<file path="config.mk">
export PLATFORM = sky130hd
export DESIGN_NAME = simwd_regs
export DESIGN_NICKNAME = d
export VERILOG_FILES = /design/src/rtl/simwd_pkg.sv /design/src/rtl/simwd_regs.sv
export SDC_FILE = /design/constraint.sdc
export NUM_CORES = 1
export LEC_CHECK = 0
export ABC_AREA = 1
export BUFFER_PORTS_ARGS = -buffer_cell sky130_fd_sc_hd__clkbuf_2
export CELL_PAD_IN_SITES_DETAIL_PLACEMENT = 1
export CELL_PAD_IN_SITES_GLOBAL_PLACEMENT = 1
export CORE_MARGIN = 4
export CORE_UTILIZATION = 39
export CTS_CLUSTER_SIZE = 12
export DETAILED_ROUTE_END_ITERATION = 10
export PLACE_DENSITY_LB_ADDON = 0.1
export SYNTH_ARGS = -nofsm -noshare
export SYNTH_HDL_FRONTEND = slang
export SYNTH_SLANG_ARGS = --single-unit
</file>
<file path="constraint.sdc">
create_clock -name clock -period 2.1 [get_ports clock]
set_input_delay 0.315 -clock clock [delete_from_list [all_inputs] [get_ports clock]]
set_output_delay 0.315 -clock clock [all_outputs]
set_load 0.1 [all_outputs]
</file>
<file path="src/rtl/simwd_pkg.sv">
// Package for the integration-module watchdog, stop, pin-select and park registers.
package simwd_pkg;

  // Register byte offsets from the module base.
  localparam logic [7:0] SIMWD_OFF_WD_VECTOR  = 8'h02;
  localparam logic [7:0] SIMWD_OFF_PIN_SELECT = 8'h04;
  localparam logic [7:0] SIMWD_OFF_PARK       = 8'h0C;
  localparam logic [7:0] SIMWD_OFF_WD_SERVICE = 8'h03;
  localparam logic [7:0] SIMWD_OFF_CLK_CTRL   = 8'h08;

  // Reset values.
  localparam logic [7:0]  SIMWD_RST_WD_VECTOR = 8'h0F;
  localparam logic [7:0]  SIMWD_RST_PARK      = 8'h00;
  localparam logic [15:0] SIMWD_PIN_ALL_PP    = 16'h0000;
  localparam logic [15:0] SIMWD_PIN_ALL_ALT   = 16'hFFFF;

  // Service sequence key values.
  localparam logic [7:0] SIMWD_KEY_FIRST  = 8'h55;
  localparam logic [7:0] SIMWD_KEY_SECOND = 8'hAA;

  // Wake threshold special codes.
  localparam logic [2:0] SIMWD_WAKE_ANY  = 3'h0;
  localparam logic [2:0] SIMWD_WAKE_NONE = 3'h7;

  // Park register field positions.
  localparam int SIMWD_PARK_HI   = 7;
  localparam int SIMWD_PARK_LO   = 6;
  localparam int SIMWD_IARB_BIT  = 5;
  localparam int SIMWD_EARB_BIT  = 4;
  localparam int SIMWD_SHOW_BIT  = 3;
  localparam int SIMWD_WIDTH_BIT = 0;
  localparam logic [7:0] SIMWD_PARK_MASK = 8'hF9;

  // Clock control register field positions (stop enable, wake threshold).
  localparam int SIMWD_STOPEN_BIT = 3;
  localparam int SIMWD_WAKE_HI    = 2;
  localparam int SIMWD_WAKE_LO    = 0;

  // Park arbitration encodings.
  typedef enum logic [1:0] {
    SIMWD_ROUND_ROBIN,
    SIMWD_PARK_CORE,
    SIMWD_PARK_DMA,
    SIMWD_PARK_CURRENT
  } simwd_park_t;

  // Service sequence state.
  typedef enum logic {
    SIMWD_SVC_IDLE,
    SIMWD_SVC_ARMED
  } simwd_svc_t;

  // Register bus request carrier.
  typedef struct packed {
    logic       rd;
    logic       wr;
    logic [7:0] addr;
    logic [15:0] wdata;
  } simwd_bus_t;

  // Whole block state.
  typedef struct packed {
    logic [7:0]  wd_vector;
    logic [15:0] pin_select;
    logic [7:0]  park;
    logic        stop_enable;
    logic [2:0]  wake_threshold;
    simwd_svc_t  svc;
    logic        pending;
    logic        service_pulse;
    logic        core_clk_gated;
    logic        stop_ack;
    logic        wake;
    logic [15:0] rdata;
    logic [7:0]  interrupt_ack_cycle_vector;
    logic        interrupt_ack_cycle_valid;
    logic        rst_seen;
    logic        show;
  } simwd_state_t;

endpackage : simwd_pkg

</file>
<file path="src/rtl/simwd_regs.sv">
// Watchdog vector/service, stop gating, pin select and bus park registers.
// Functional notes
// - Hold 8-bit watchdog vector, return it during the watchdog acknowledge cycle; the code returns it registered, one cycle after the acknowledge.
// - Reset loads the watchdog vector register with 0x0F.
// - Watchdog acknowledge always returns the programmed vector, never an autovector.
// - Service happens only after 0x55 then 0xAA written to service register.
// - Unrelated accesses between the two service writes do not abort sequence.
// - Service writes after timeout do not clear the pending watchdog flag.
// - Watchdog acknowledge cycle clears the pending flag automatically.
// - Stop requests are acknowledged only while stop enable is set.
// - Stop enable resets to zero, so stop is refused until set.
// - Acknowledged stop gates only core clocks; other modules keep running.
// - Wake threshold: 000 any level, 111 none, else levels above code wake.
// - Qualifying interrupt restores core clocks, then exception processing proceeds.
// - Each pin select bit picks parallel port bit or alternate pin function.
// - At reset release, all pin select bits copy the configuration strap level.
// - Park register is 8-bit read/write, reset zero, with its documented fields.
// - Park field chooses round-robin, park core, park DMA or park current.
// - Register data shows externally only when show and external arbitration set.
// - Counter-width bit selects 16-bit or 24-bit DMA byte counters.
`timescale 1ns/100ps
`default_nettype none
module simwd_regs
  import simwd_pkg::*;
(
  input  wire logic        clock,
  input  wire logic        rst,
  input  wire simwd_bus_t  bus,
  input  wire logic        pin_config_strap,
  input  wire logic        wd_timeout,
  input  wire logic        interrupt_ack_cycle,
  input  wire logic [2:0]  interrupt_level,
  input  wire logic        stop_request,
  output logic [15:0]      rdata,
  output logic [7:0]       interrupt_ack_cycle_vector,
  output logic             interrupt_ack_cycle_valid,
  output logic             watchdog_pending_bit,
  output logic             watchdog_service,
  output logic             stop_ack,
  output logic             core_clk_gated,
  output logic             core_wake,
  output logic [15:0]      pin_function_select,
  output simwd_park_t      park_mode,
  output logic             internal_arbitration_enable,
  output logic             external_arbitration_enable,
  output logic             register_data_show,
  output logic             counter_width_select
);

  simwd_state_t s_r;
  simwd_state_t s_nxt;
  logic         wake_hit;

  // Reset image of the whole state.
  // The pin select stays all zeros here because the strap is only caught after release.
  // Holding the image in one constant keeps the reset branch to a single assignment.
  localparam simwd_state_t SIMWD_RST_STATE = '{
    wd_vector:   SIMWD_RST_WD_VECTOR,
    park:        SIMWD_RST_PARK,
    stop_enable: 1'b0,
    svc:         SIMWD_SVC_IDLE,
    default:     '0
  };

  // Wake qualification against the programmed threshold.
  always_comb
  begin
    if (s_r.wake_threshold == SIMWD_WAKE_ANY)
      wake_hit = (interrupt_level != 3'h0);
    else if (s_r.wake_threshold == SIMWD_WAKE_NONE)
      wake_hit = 1'b0;
    else
      wake_hit = (interrupt_level > s_r.wake_threshold);
  end

  // Next-state logic for every register of the block.
  always_comb
  begin
    s_nxt               = s_r;
    s_nxt.service_pulse = 1'b0;
    s_nxt.stop_ack      = 1'b0;
    s_nxt.wake          = 1'b0;
    s_nxt.interrupt_ack_cycle_valid    = 1'b0;
    s_nxt.rst_seen      = 1'b1;
    // The strap is caught on the first clock after release, not in the reset branch.
    if (!s_r.rst_seen)
      s_nxt.pin_select = pin_config_strap ? SIMWD_PIN_ALL_ALT : SIMWD_PIN_ALL_PP;
    if (bus.wr)
    begin
      case (bus.addr)
        SIMWD_OFF_WD_VECTOR:  s_nxt.wd_vector = bus.wdata[7:0];
        SIMWD_OFF_PIN_SELECT: s_nxt.pin_select = bus.wdata;
        SIMWD_OFF_PARK:       s_nxt.park = bus.wdata[7:0] & SIMWD_PARK_MASK;
        SIMWD_OFF_CLK_CTRL:
        begin
          s_nxt.stop_enable    = bus.wdata[SIMWD_STOPEN_BIT];
          s_nxt.wake_threshold = bus.wdata[SIMWD_WAKE_HI:SIMWD_WAKE_LO];
        end
        SIMWD_OFF_WD_SERVICE:
        begin
          // Other values fall through untouched so an open sequence survives.
          if (bus.wdata[7:0] == SIMWD_KEY_FIRST)
            s_nxt.svc = SIMWD_SVC_ARMED;
          else if (bus.wdata[7:0] == SIMWD_KEY_SECOND && s_r.svc == SIMWD_SVC_ARMED)
          begin
            s_nxt.svc           = SIMWD_SVC_IDLE;
            s_nxt.service_pulse = 1'b1;
          end
        end
        default: ;
      endcase
    end
    // Read data; the vector register is write-only and reads zero.
    case (bus.addr)
      SIMWD_OFF_PIN_SELECT: s_nxt.rdata = s_r.pin_select;
      SIMWD_OFF_PARK:       s_nxt.rdata = {8'h00, s_r.park};
      SIMWD_OFF_CLK_CTRL:   s_nxt.rdata = {12'h000, s_r.stop_enable, s_r.wake_threshold};
      default:              s_nxt.rdata = 16'h0000;
    endcase
    if (!bus.rd)
      s_nxt.rdata = 16'h0000;
    // The show output is registered from the next park value so it leaves a flip-flop.
    // Showing internal data needs external arbitration too, else the bus would contend.
    s_nxt.show = s_nxt.park[SIMWD_SHOW_BIT] & s_nxt.park[SIMWD_EARB_BIT];
    // Acknowledge answers with the vector byte and cancels the pending flag.
    if (interrupt_ack_cycle && s_r.pending)
    begin
      s_nxt.interrupt_ack_cycle_vector = s_r.wd_vector;
      s_nxt.interrupt_ack_cycle_valid  = 1'b1;
      s_nxt.pending     = 1'b0;
    end
    // Timeout sets win over the acknowledge clear.
    if (wd_timeout)
      s_nxt.pending = 1'b1;
    // Stop is honoured only with stop enable set; only core clocks gate.
    if (stop_request && s_r.stop_enable && !s_r.core_clk_gated)
    begin
      s_nxt.stop_ack       = 1'b1;
      s_nxt.core_clk_gated = 1'b1;
    end
    if (s_r.core_clk_gated && wake_hit)
    begin
      s_nxt.core_clk_gated = 1'b0;
      s_nxt.wake           = 1'b1;
    end
  end

  // State register.
  always_ff @(posedge clock or posedge rst)
  begin
    if (rst)
    begin
      s_r <= SIMWD_RST_STATE;
    end
    else
      s_r <= s_nxt;
  end

  // Outputs straight from the state flip-flops.
  assign rdata                       = s_r.rdata;
  assign interrupt_ack_cycle_vector                 = s_r.interrupt_ack_cycle_vector;
  assign interrupt_ack_cycle_valid                  = s_r.interrupt_ack_cycle_valid;
  assign watchdog_pending_bit        = s_r.pending;
  assign watchdog_service            = s_r.service_pulse;
  assign stop_ack                    = s_r.stop_ack;
  assign core_clk_gated              = s_r.core_clk_gated;
  assign core_wake                   = s_r.wake;
  assign pin_function_select         = s_r.pin_select;
  assign park_mode                   = simwd_park_t'(s_r.park[SIMWD_PARK_HI:SIMWD_PARK_LO]);
  assign internal_arbitration_enable = s_r.park[SIMWD_IARB_BIT];
  assign external_arbitration_enable = s_r.park[SIMWD_EARB_BIT];
  // The gated show level was formed in the next-state logic.
  assign register_data_show          = s_r.show;
  assign counter_width_select        = s_r.park[SIMWD_WIDTH_BIT];

  // Assertions.
  // Reset checks look at the first edge after release, where the sampled state
  // still holds the reset image, so they need no disable clause.

  // The vector register must come out of reset with the uninitialised vector.
  // A wrong value here would hand software a random handler on the first timeout.
  reset_vector_a: assert property (
    @(posedge clock) $fell(rst) |-> s_r.wd_vector == SIMWD_RST_WD_VECTOR)
    else $error("Vector not at its reset value after reset.");

  // Stop enable must be clear after reset so that stop is refused at first.
  // Software has to opt in before the core can be put to sleep.
  reset_stop_a: assert property (
    @(posedge clock) $fell(rst) |-> !s_r.stop_enable)
    else $error("Stop enable set after reset.");

  // The park register must be all zeros after reset.
  // That selects round-robin with both arbitration enables off.
  reset_park_a: assert property (
    @(posedge clock) $fell(rst) |-> s_r.park == SIMWD_RST_PARK)
    else $error("Park register not zero after reset.");

  // The first edge after release copies the strap level into every pin select bit.
  // A register write in that same cycle wins, so it is left out of the antecedent.
  strap_load_a: assert property (
    @(posedge clock) disable iff (rst)
    !s_r.rst_seen && !(bus.wr && bus.addr == SIMWD_OFF_PIN_SELECT)
      |=> pin_function_select == ($past(pin_config_strap) ? SIMWD_PIN_ALL_ALT : SIMWD_PIN_ALL_PP))
    else $error("Pin select did not follow the strap.");

  // A pin select write lands on every bit of the output one cycle later.
  // Each bit picks the parallel port function when low, the alternate when high.
  pin_write_a: assert property (
    @(posedge clock) disable iff (rst)
    bus.wr && bus.addr == SIMWD_OFF_PIN_SELECT |=> pin_function_select == $past(bus.wdata))
    else $error("Pin select write did not land.");

  // Acknowledge with a pending flag returns the vector held at the request edge.
  // The vector is registered, so it stands in the cycle after the acknowledge.
  interrupt_ack_cycle_vector_a: assert property (
    @(posedge clock) disable iff (rst)
    interrupt_ack_cycle && s_r.pending |=> interrupt_ack_cycle_valid && interrupt_ack_cycle_vector == $past(s_r.wd_vector))
    else $error("Acknowledge did not return the vector.");

  // Every acknowledge answer carries the programmed byte, never a fixed autovector.
  // Compared against the value the register held when the answer was formed.
  no_autovec_a: assert property (
    @(posedge clock) disable iff (rst)
    interrupt_ack_cycle_valid |-> interrupt_ack_cycle_vector == $past(s_r.wd_vector))
    else $error("Acknowledge vector differs from programmed value.");

  // A service pulse follows only a write of the second key.
  // The first key alone must never restart the watchdog counter.
  svc_pair_a: assert property (
    @(posedge clock) disable iff (rst)
    watchdog_service |-> $past(bus.wr && bus.addr == SIMWD_OFF_WD_SERVICE
      && bus.wdata[7:0] == SIMWD_KEY_SECOND))
    else $error("Service without the second key.");

  // An armed sequence survives any access that is not to the service register.
  // Software may run arbitrary code between the two key writes.
  svc_hold_a: assert property (
    @(posedge clock) disable iff (rst)
    s_r.svc == SIMWD_SVC_ARMED && !(bus.wr && bus.addr == SIMWD_OFF_WD_SERVICE)
      |=> s_r.svc == SIMWD_SVC_ARMED)
    else $error("Service sequence aborted.");

  // A service write with any other value leaves the sequence state alone.
  // It also must not produce a service pulse, so the count is untouched.
  svc_other_a: assert property (
    @(posedge clock) disable iff (rst)
    bus.wr && bus.addr == SIMWD_OFF_WD_SERVICE && bus.wdata[7:0] != SIMWD_KEY_FIRST
      && bus.wdata[7:0] != SIMWD_KEY_SECOND |=> s_r.svc == $past(s_r.svc) && !watchdog_service)
    else $error("Stray service value changed the sequence.");

  // A timeout always raises the pending flag on the next edge.
  // It beats an acknowledge falling in the same cycle.
  pend_set_a: assert property (
    @(posedge clock) disable iff (rst)
    wd_timeout |=> watchdog_pending_bit)
    else $error("Timeout did not raise pending.");

  // Once pending, only an acknowledge may drop the flag.
  // Service writes after the timeout are too late to cancel it.
  pend_keep_a: assert property (
    @(posedge clock) disable iff (rst)
    watchdog_pending_bit && !interrupt_ack_cycle |=> watchdog_pending_bit)
    else $error("Pending flag lost without acknowledge.");

  // The acknowledge cycle clears the flag by itself.
  // Software needs no extra write to cancel the interrupt.
  pend_clear_a: assert property (
    @(posedge clock) disable iff (rst)
    interrupt_ack_cycle && !wd_timeout |=> !watchdog_pending_bit)
    else $error("Acknowledge did not clear pending.");

  // A stop acknowledge only ever follows an edge with stop enable set.
  // This is the gate that keeps low-power modes off until software allows them.
  stop_gate_a: assert property (
    @(posedge clock) disable iff (rst)
    stop_ack |-> $past(s_r.stop_enable))
    else $error("Stop acknowledged while disabled.");

  // A stop request with stop enable clear is refused outright.
  // The core keeps its clocks and sees no acknowledge.
  stop_refuse_a: assert property (
    @(posedge clock) disable iff (rst)
    stop_request && !s_r.stop_enable && !core_clk_gated |=> !stop_ack && !core_clk_gated)
    else $error("Stop honoured without stop enable.");

  // With stop enable set a stop request gates the core clocks on the next edge.
  // A request while already gated is ignored, since the core cannot issue it.
  stop_honour_a: assert property (
    @(posedge clock) disable iff (rst)
    stop_request && s_r.stop_enable && !core_clk_gated |=> stop_ack && core_clk_gated)
    else $error("Stop not honoured with stop enable set.");

  // While the core is stopped the rest of the block keeps running.
  // A timeout must still raise the flag that will later wake the core.
  others_run_a: assert property (
    @(posedge clock) disable iff (rst)
    core_clk_gated && wd_timeout |=> watchdog_pending_bit)
    else $error("Timeout lost while core clocks were stopped.");

  // Threshold code 111 never lets a level through.
  wake_none_a: assert property (
    @(posedge clock) disable iff (rst)
    s_r.wake_threshold == SIMWD_WAKE_NONE |-> !wake_hit)
    else $error("Wake with the no-wake threshold.");

  // Threshold code 000 lets any nonzero level wake a stopped core.
  // Level zero means no interrupt at all and must not count.
  wake_any_a: assert property (
    @(posedge clock) disable iff (rst)
    core_clk_gated && s_r.wake_threshold == SIMWD_WAKE_ANY && interrupt_level != 3'h0
      |=> core_wake && !core_clk_gated)
    else $error("Any-level threshold did not wake the core.");

  // A qualifying level restores core clocks and signals the wake together.
  // Both show on the same edge, so exception processing sees running clocks.
  wake_restore_a: assert property (
    @(posedge clock) disable iff (rst)
    core_clk_gated && wake_hit |=> !core_clk_gated && core_wake)
    else $error("Qualifying level did not restore core clocks.");

  // A park write lands with its reserved bits forced low.
  // Reads then never return stale values in bits 2 and 1.
  park_write_a: assert property (
    @(posedge clock) disable iff (rst)
    bus.wr && bus.addr == SIMWD_OFF_PARK |=> s_r.park == ($past(bus.wdata[7:0]) & SIMWD_PARK_MASK))
    else $error("Park write did not land.");

  // The arbitration mode output follows the written park field.
  park_field_a: assert property (
    @(posedge clock) disable iff (rst)
    bus.wr && bus.addr == SIMWD_OFF_PARK
      |=> park_mode == simwd_park_t'($past(bus.wdata[SIMWD_PARK_HI:SIMWD_PARK_LO])))
    else $error("Park mode does not follow the park field.");

  // The counter width output follows the written width bit.
  // Low selects 16-bit DMA byte counters, high selects 24-bit ones.
  width_bit_a: assert property (
    @(posedge clock) disable iff (rst)
    bus.wr && bus.addr == SIMWD_OFF_PARK |=> counter_width_select == $past(bus.wdata[SIMWD_WIDTH_BIT]))
    else $error("Counter width does not follow the width bit.");

  // Internal data may only be shown while external arbitration is enabled.
  show_gate_a: assert property (
    @(posedge clock) disable iff (rst)
    register_data_show |-> external_arbitration_enable)
    else $error("Show data without external arbitration.");

  // Main scenarios that a run should reach.
  svc_cov_c:  cover property (@(posedge clock) watchdog_service);
  interrupt_ack_cycle_cov_c: cover property (@(posedge clock) interrupt_ack_cycle_valid);
  stop_cov_c: cover property (@(posedge clock) stop_ack);
  wake_cov_c: cover property (@(posedge clock) core_wake);
  show_cov_c: cover property (@(posedge clock) register_data_show);

endmodule : simwd_regs
`default_nettype wire

</file>
==> results.md <==
- # rows: 33
- Global placer's final weighted congestion: 0.7656
- Cell Chain, Critical Path: clkbuf_2
- Hold Crit Class: in2async
- Final hold violation count: 0
- Crit end category: output pin
- Crit path max fanout: 3
- DR vias/cell: 4.659
- Critical-path top delay cell: clkbuf_2
- FF-to-FF setup slack: 0.64 ns
- Crit path DAT: 1.24 ns
- Yosys reg bits: 67
- DRC viols: 0
- Most crowded layer after global routing: met2
- CP startpoint kind: register
- First drt pass iteration count: 4
- Area of the multi-input gates: 1087 µm²
- Top_reg_cell synth: dfrtp_1
- Syn Std Cell Area: 3378 µm²
- Hold_ws: 0.03302 ns
- Effective utilization at floorplan: 40.50%
- Setup TNS: 0 ns
- Clk_skew: 0.01031 ns
- Pre-CTS WS: 0.4566 ns
- Worst-Skew Late Latency: 0.34 ns
- Met1 usage: 23.39%
- Worst EP required: 1.78 ns
- Core ar.: 8341 µm²
- WL final: 8.006 mm
- Initial antenna violation count: 0
- Worst R2R Start: s_r[1]$_DFF_PP0_
- Reg clk slew, reported paths: 0.08 ns
- Filler Cells Inserted: 1,031
- Io pins: 87
- Slew margin rel.: 57.39%
- Yosys Warn Count: 0
- Mapped Avg Cell Area: 8.574 µm²
- Slowest stage delay, CP: 0.49 ns
- Register area share after synthesis: 49.78%
- TritonCTS Sinks: 67
- R2R depth: 5
- Crit path max-delay family: buffers and inverters
- Power density cells: 819.7 nW/µm²
- Worst Setup Path Type: reg2out
- Pin count of the biggest net entering global routing: 68
- Synth cell types: 31
- Max rail drop VDD: 0.0003960 V
- Run status: finished clean
- Total CTS buffers: 9
- CTS resizes: 0
- Synth async-reset ratio: 100.0%
- Post-synth EDFFs: 0
- DR WL/cell: 14.53 µm
- Die height: 101.1 µm
- Max-slew violation count: 0
- Met2 Usage GRT: 27.06%
- Die width: 101.1 µm
- Final antenna diode count: 0
- Root Buffer: clkbuf_8
- GRT Util Overall: 17.14%
- Placed wire-length estimate: 6.036 mm
- Nets: 479
- Fmax: 641.6 MHz
- Total grt overflow: 0
- CP bufs+invs: 1
- Number of global-route vias before repair: 2,743
- Worst-case clock buffer depth: 2
- Worst Slack Setup Final: 0.5414 ns
- Final Critical Period: 1.559 ns
- Fin crit share: 74.22%
- Synth Net Count: 432
- GRT met3 Usage: 3.391%
- Final setup fails: 0
- First-pass GRT wire length: 13.61 mm
- Final Core Density: 45.00%
- R2R Path End: pin_function_select[9]$_DFF_PP0_
- Cells after Synth: 394
- CTS tree: built
- Area Overhead vs Synth: 11.11%
- Slew @ Worst Pin: 0.6392 ns
- H-tree depth: 3
- P_leak: 2.207 nW
- Vias: 2,567
- Max-cap violation count: 0
- Hold_buf cts: 0
- Tot Pwr: 3.077 mW
- Post-CTS setup buffer count: 0
- Register area: 1682 µm²
- DRT iter0 DRCs: 77
- Share of cells above drive strength 1: 29.60%
- RSZ-0062 raised after global routing: no
- Die Area: 10,220 µm²
- Port Buf Inserts: 86
- Post-route ant nets: 0
==> final cells by class <==
type | instances | area share, %
multi-input cells | 217 | 28.97
repair buffers | 87 | 12.00
inverters | 59 | 5.933
well taps | 105 | 3.500
flip-flops and latches | 67 | 44.80
clock buffers | 12 | 4.133
clock inverters | 4 | 0.6667
==> metal layers <==
layer | vias up | share of wire [%]
met5 | - | 0
met4 | 0 | 1.3
met3 | 8 | 3.9
li1 | 1268 | -
met2 | 54 | 47
met1 | 1237 | 47
==> cell usage after synthesis, types with 2 or more instances <==
| cell | n | area (µm²) |
|---|---|---|
| nand4_1 | 2 | 12.51 |
| dfstp_2 | 4 | 105.1 |
| o21ai_2 | 10 | 87.58 |
| buf_2 | 3 | 15.01 |
| dfrtp_1 | 63 | 1577 |
| nor3_1 | 2 | 10.01 |
| nand2_4 | 3 | 33.78 |
| ha_1 | 3 | 37.54 |
| o21ai_0 | 5 | 25.02 |
| inv_1 | 57 | 214.0 |
| nand3_1 | 32 | 160.2 |
| nor2_1 | 21 | 78.83 |
| buf_6 | 4 | 45.04 |
| a21oi_1 | 20 | 100.1 |
| buf_4 | 43 | 322.8 |
| nand2_1 | 93 | 349.1 |
| nor2_4 | 3 | 33.78 |
| o21ai_1 | 11 | 55.05 |
| nand2_2 | 3 | 18.77 |
==> sequential cells by signal, summed over array words and instances, names as in the netlist <==
| signal | cells |
|---|---|
| pin_function_select | 16 |
| rdata | 16 |
| s_r | 15 |
| interrupt_ack_cycle_vector | 8 |
| park_mode | 2 |
| core_clk_gated | 1 |
| core_wake | 1 |
| counter_width_select | 1 |
| external_arbitration_enable | 1 |
| internal_arbitration_enable | 1 |
| interrupt_ack_cycle_valid | 1 |
| register_data_show | 1 |
| stop_ack | 1 |
| watchdog_pending_bit | 1 |
| watchdog_service | 1 |
==> layout by cell type, fill, tap and decap left out, types with 2 or more instances in the layout <==
| cell type | instances |
|---|---|
| nand4_1 | 2 |
| ha_1 | 3 |
| nor2_1 | 21 |
| nand3_1 | 32 |
| inv_1 | 56 |
| nor3_1 | 2 |
| o21ai_0 | 5 |
| o21ai_1 | 11 |
| nor2_4 | 3 |
| nand2_1 | 93 |
| clkinv_2 | 3 |
| clkbuf_2 | 86 |
| a21oi_1 | 20 |
| nand2_4 | 3 |
| clkinvlp_4 | 2 |
| dfrtp_1 | 63 |
| clkbuf_8 | 11 |
| dfstp_2 | 4 |
| nand2_2 | 3 |
| o21ai_2 | 10 |
==> cell families after synthesis <==
family	Yosys count	share of synthesized area [%]
AOI/OAI and AO/OA	47	8.148
adders and majority gates	3	1.111
and+or+nand+nor	166	22.82
other	1	0.1110
buffers and inverters	110	18.04
DFF	67	49.78
==> how the worst max path moves through the flow <==
stage / from / end / cells after the start
detailed placement: bus[21] / pin_function_select[3]$_DFF_PP0_ / 7
global route: s_r[1]$_DFF_PP0_ / pin_function_select[3]$_DFF_PP0_ / 5
finish: counter_width_select$_DFFE_PP0P_ / counter_width_select / 1
floorplan: rst / core_clk_gated$_DFFE_PP0P_ / 1
CTS: counter_width_select$_DFFE_PP0P_ / counter_width_select / 1
global placement: bus[23] / pin_function_select[11]$_DFF_PP0_ / 7
==> per-stage QoR <==
stage / cell area, µm² / instances
floorplan: 3378 / 394
global placement: 3573 / 535
detailed placement: 3573 / 535
CTS: 3754 / 551
global route: 3754 / 551
finish: 3754 / 551
==> report_power, final <==
group,total (mW),switching [mW],internal [mW]
logic,0.680,0.561,0.119
registers,1.41,0.0542,1.36
clock network,0.986,0.496,0.490
total,3.08,1.11,1.96
No activity file was read; power rests on OpenSTA's default activity.
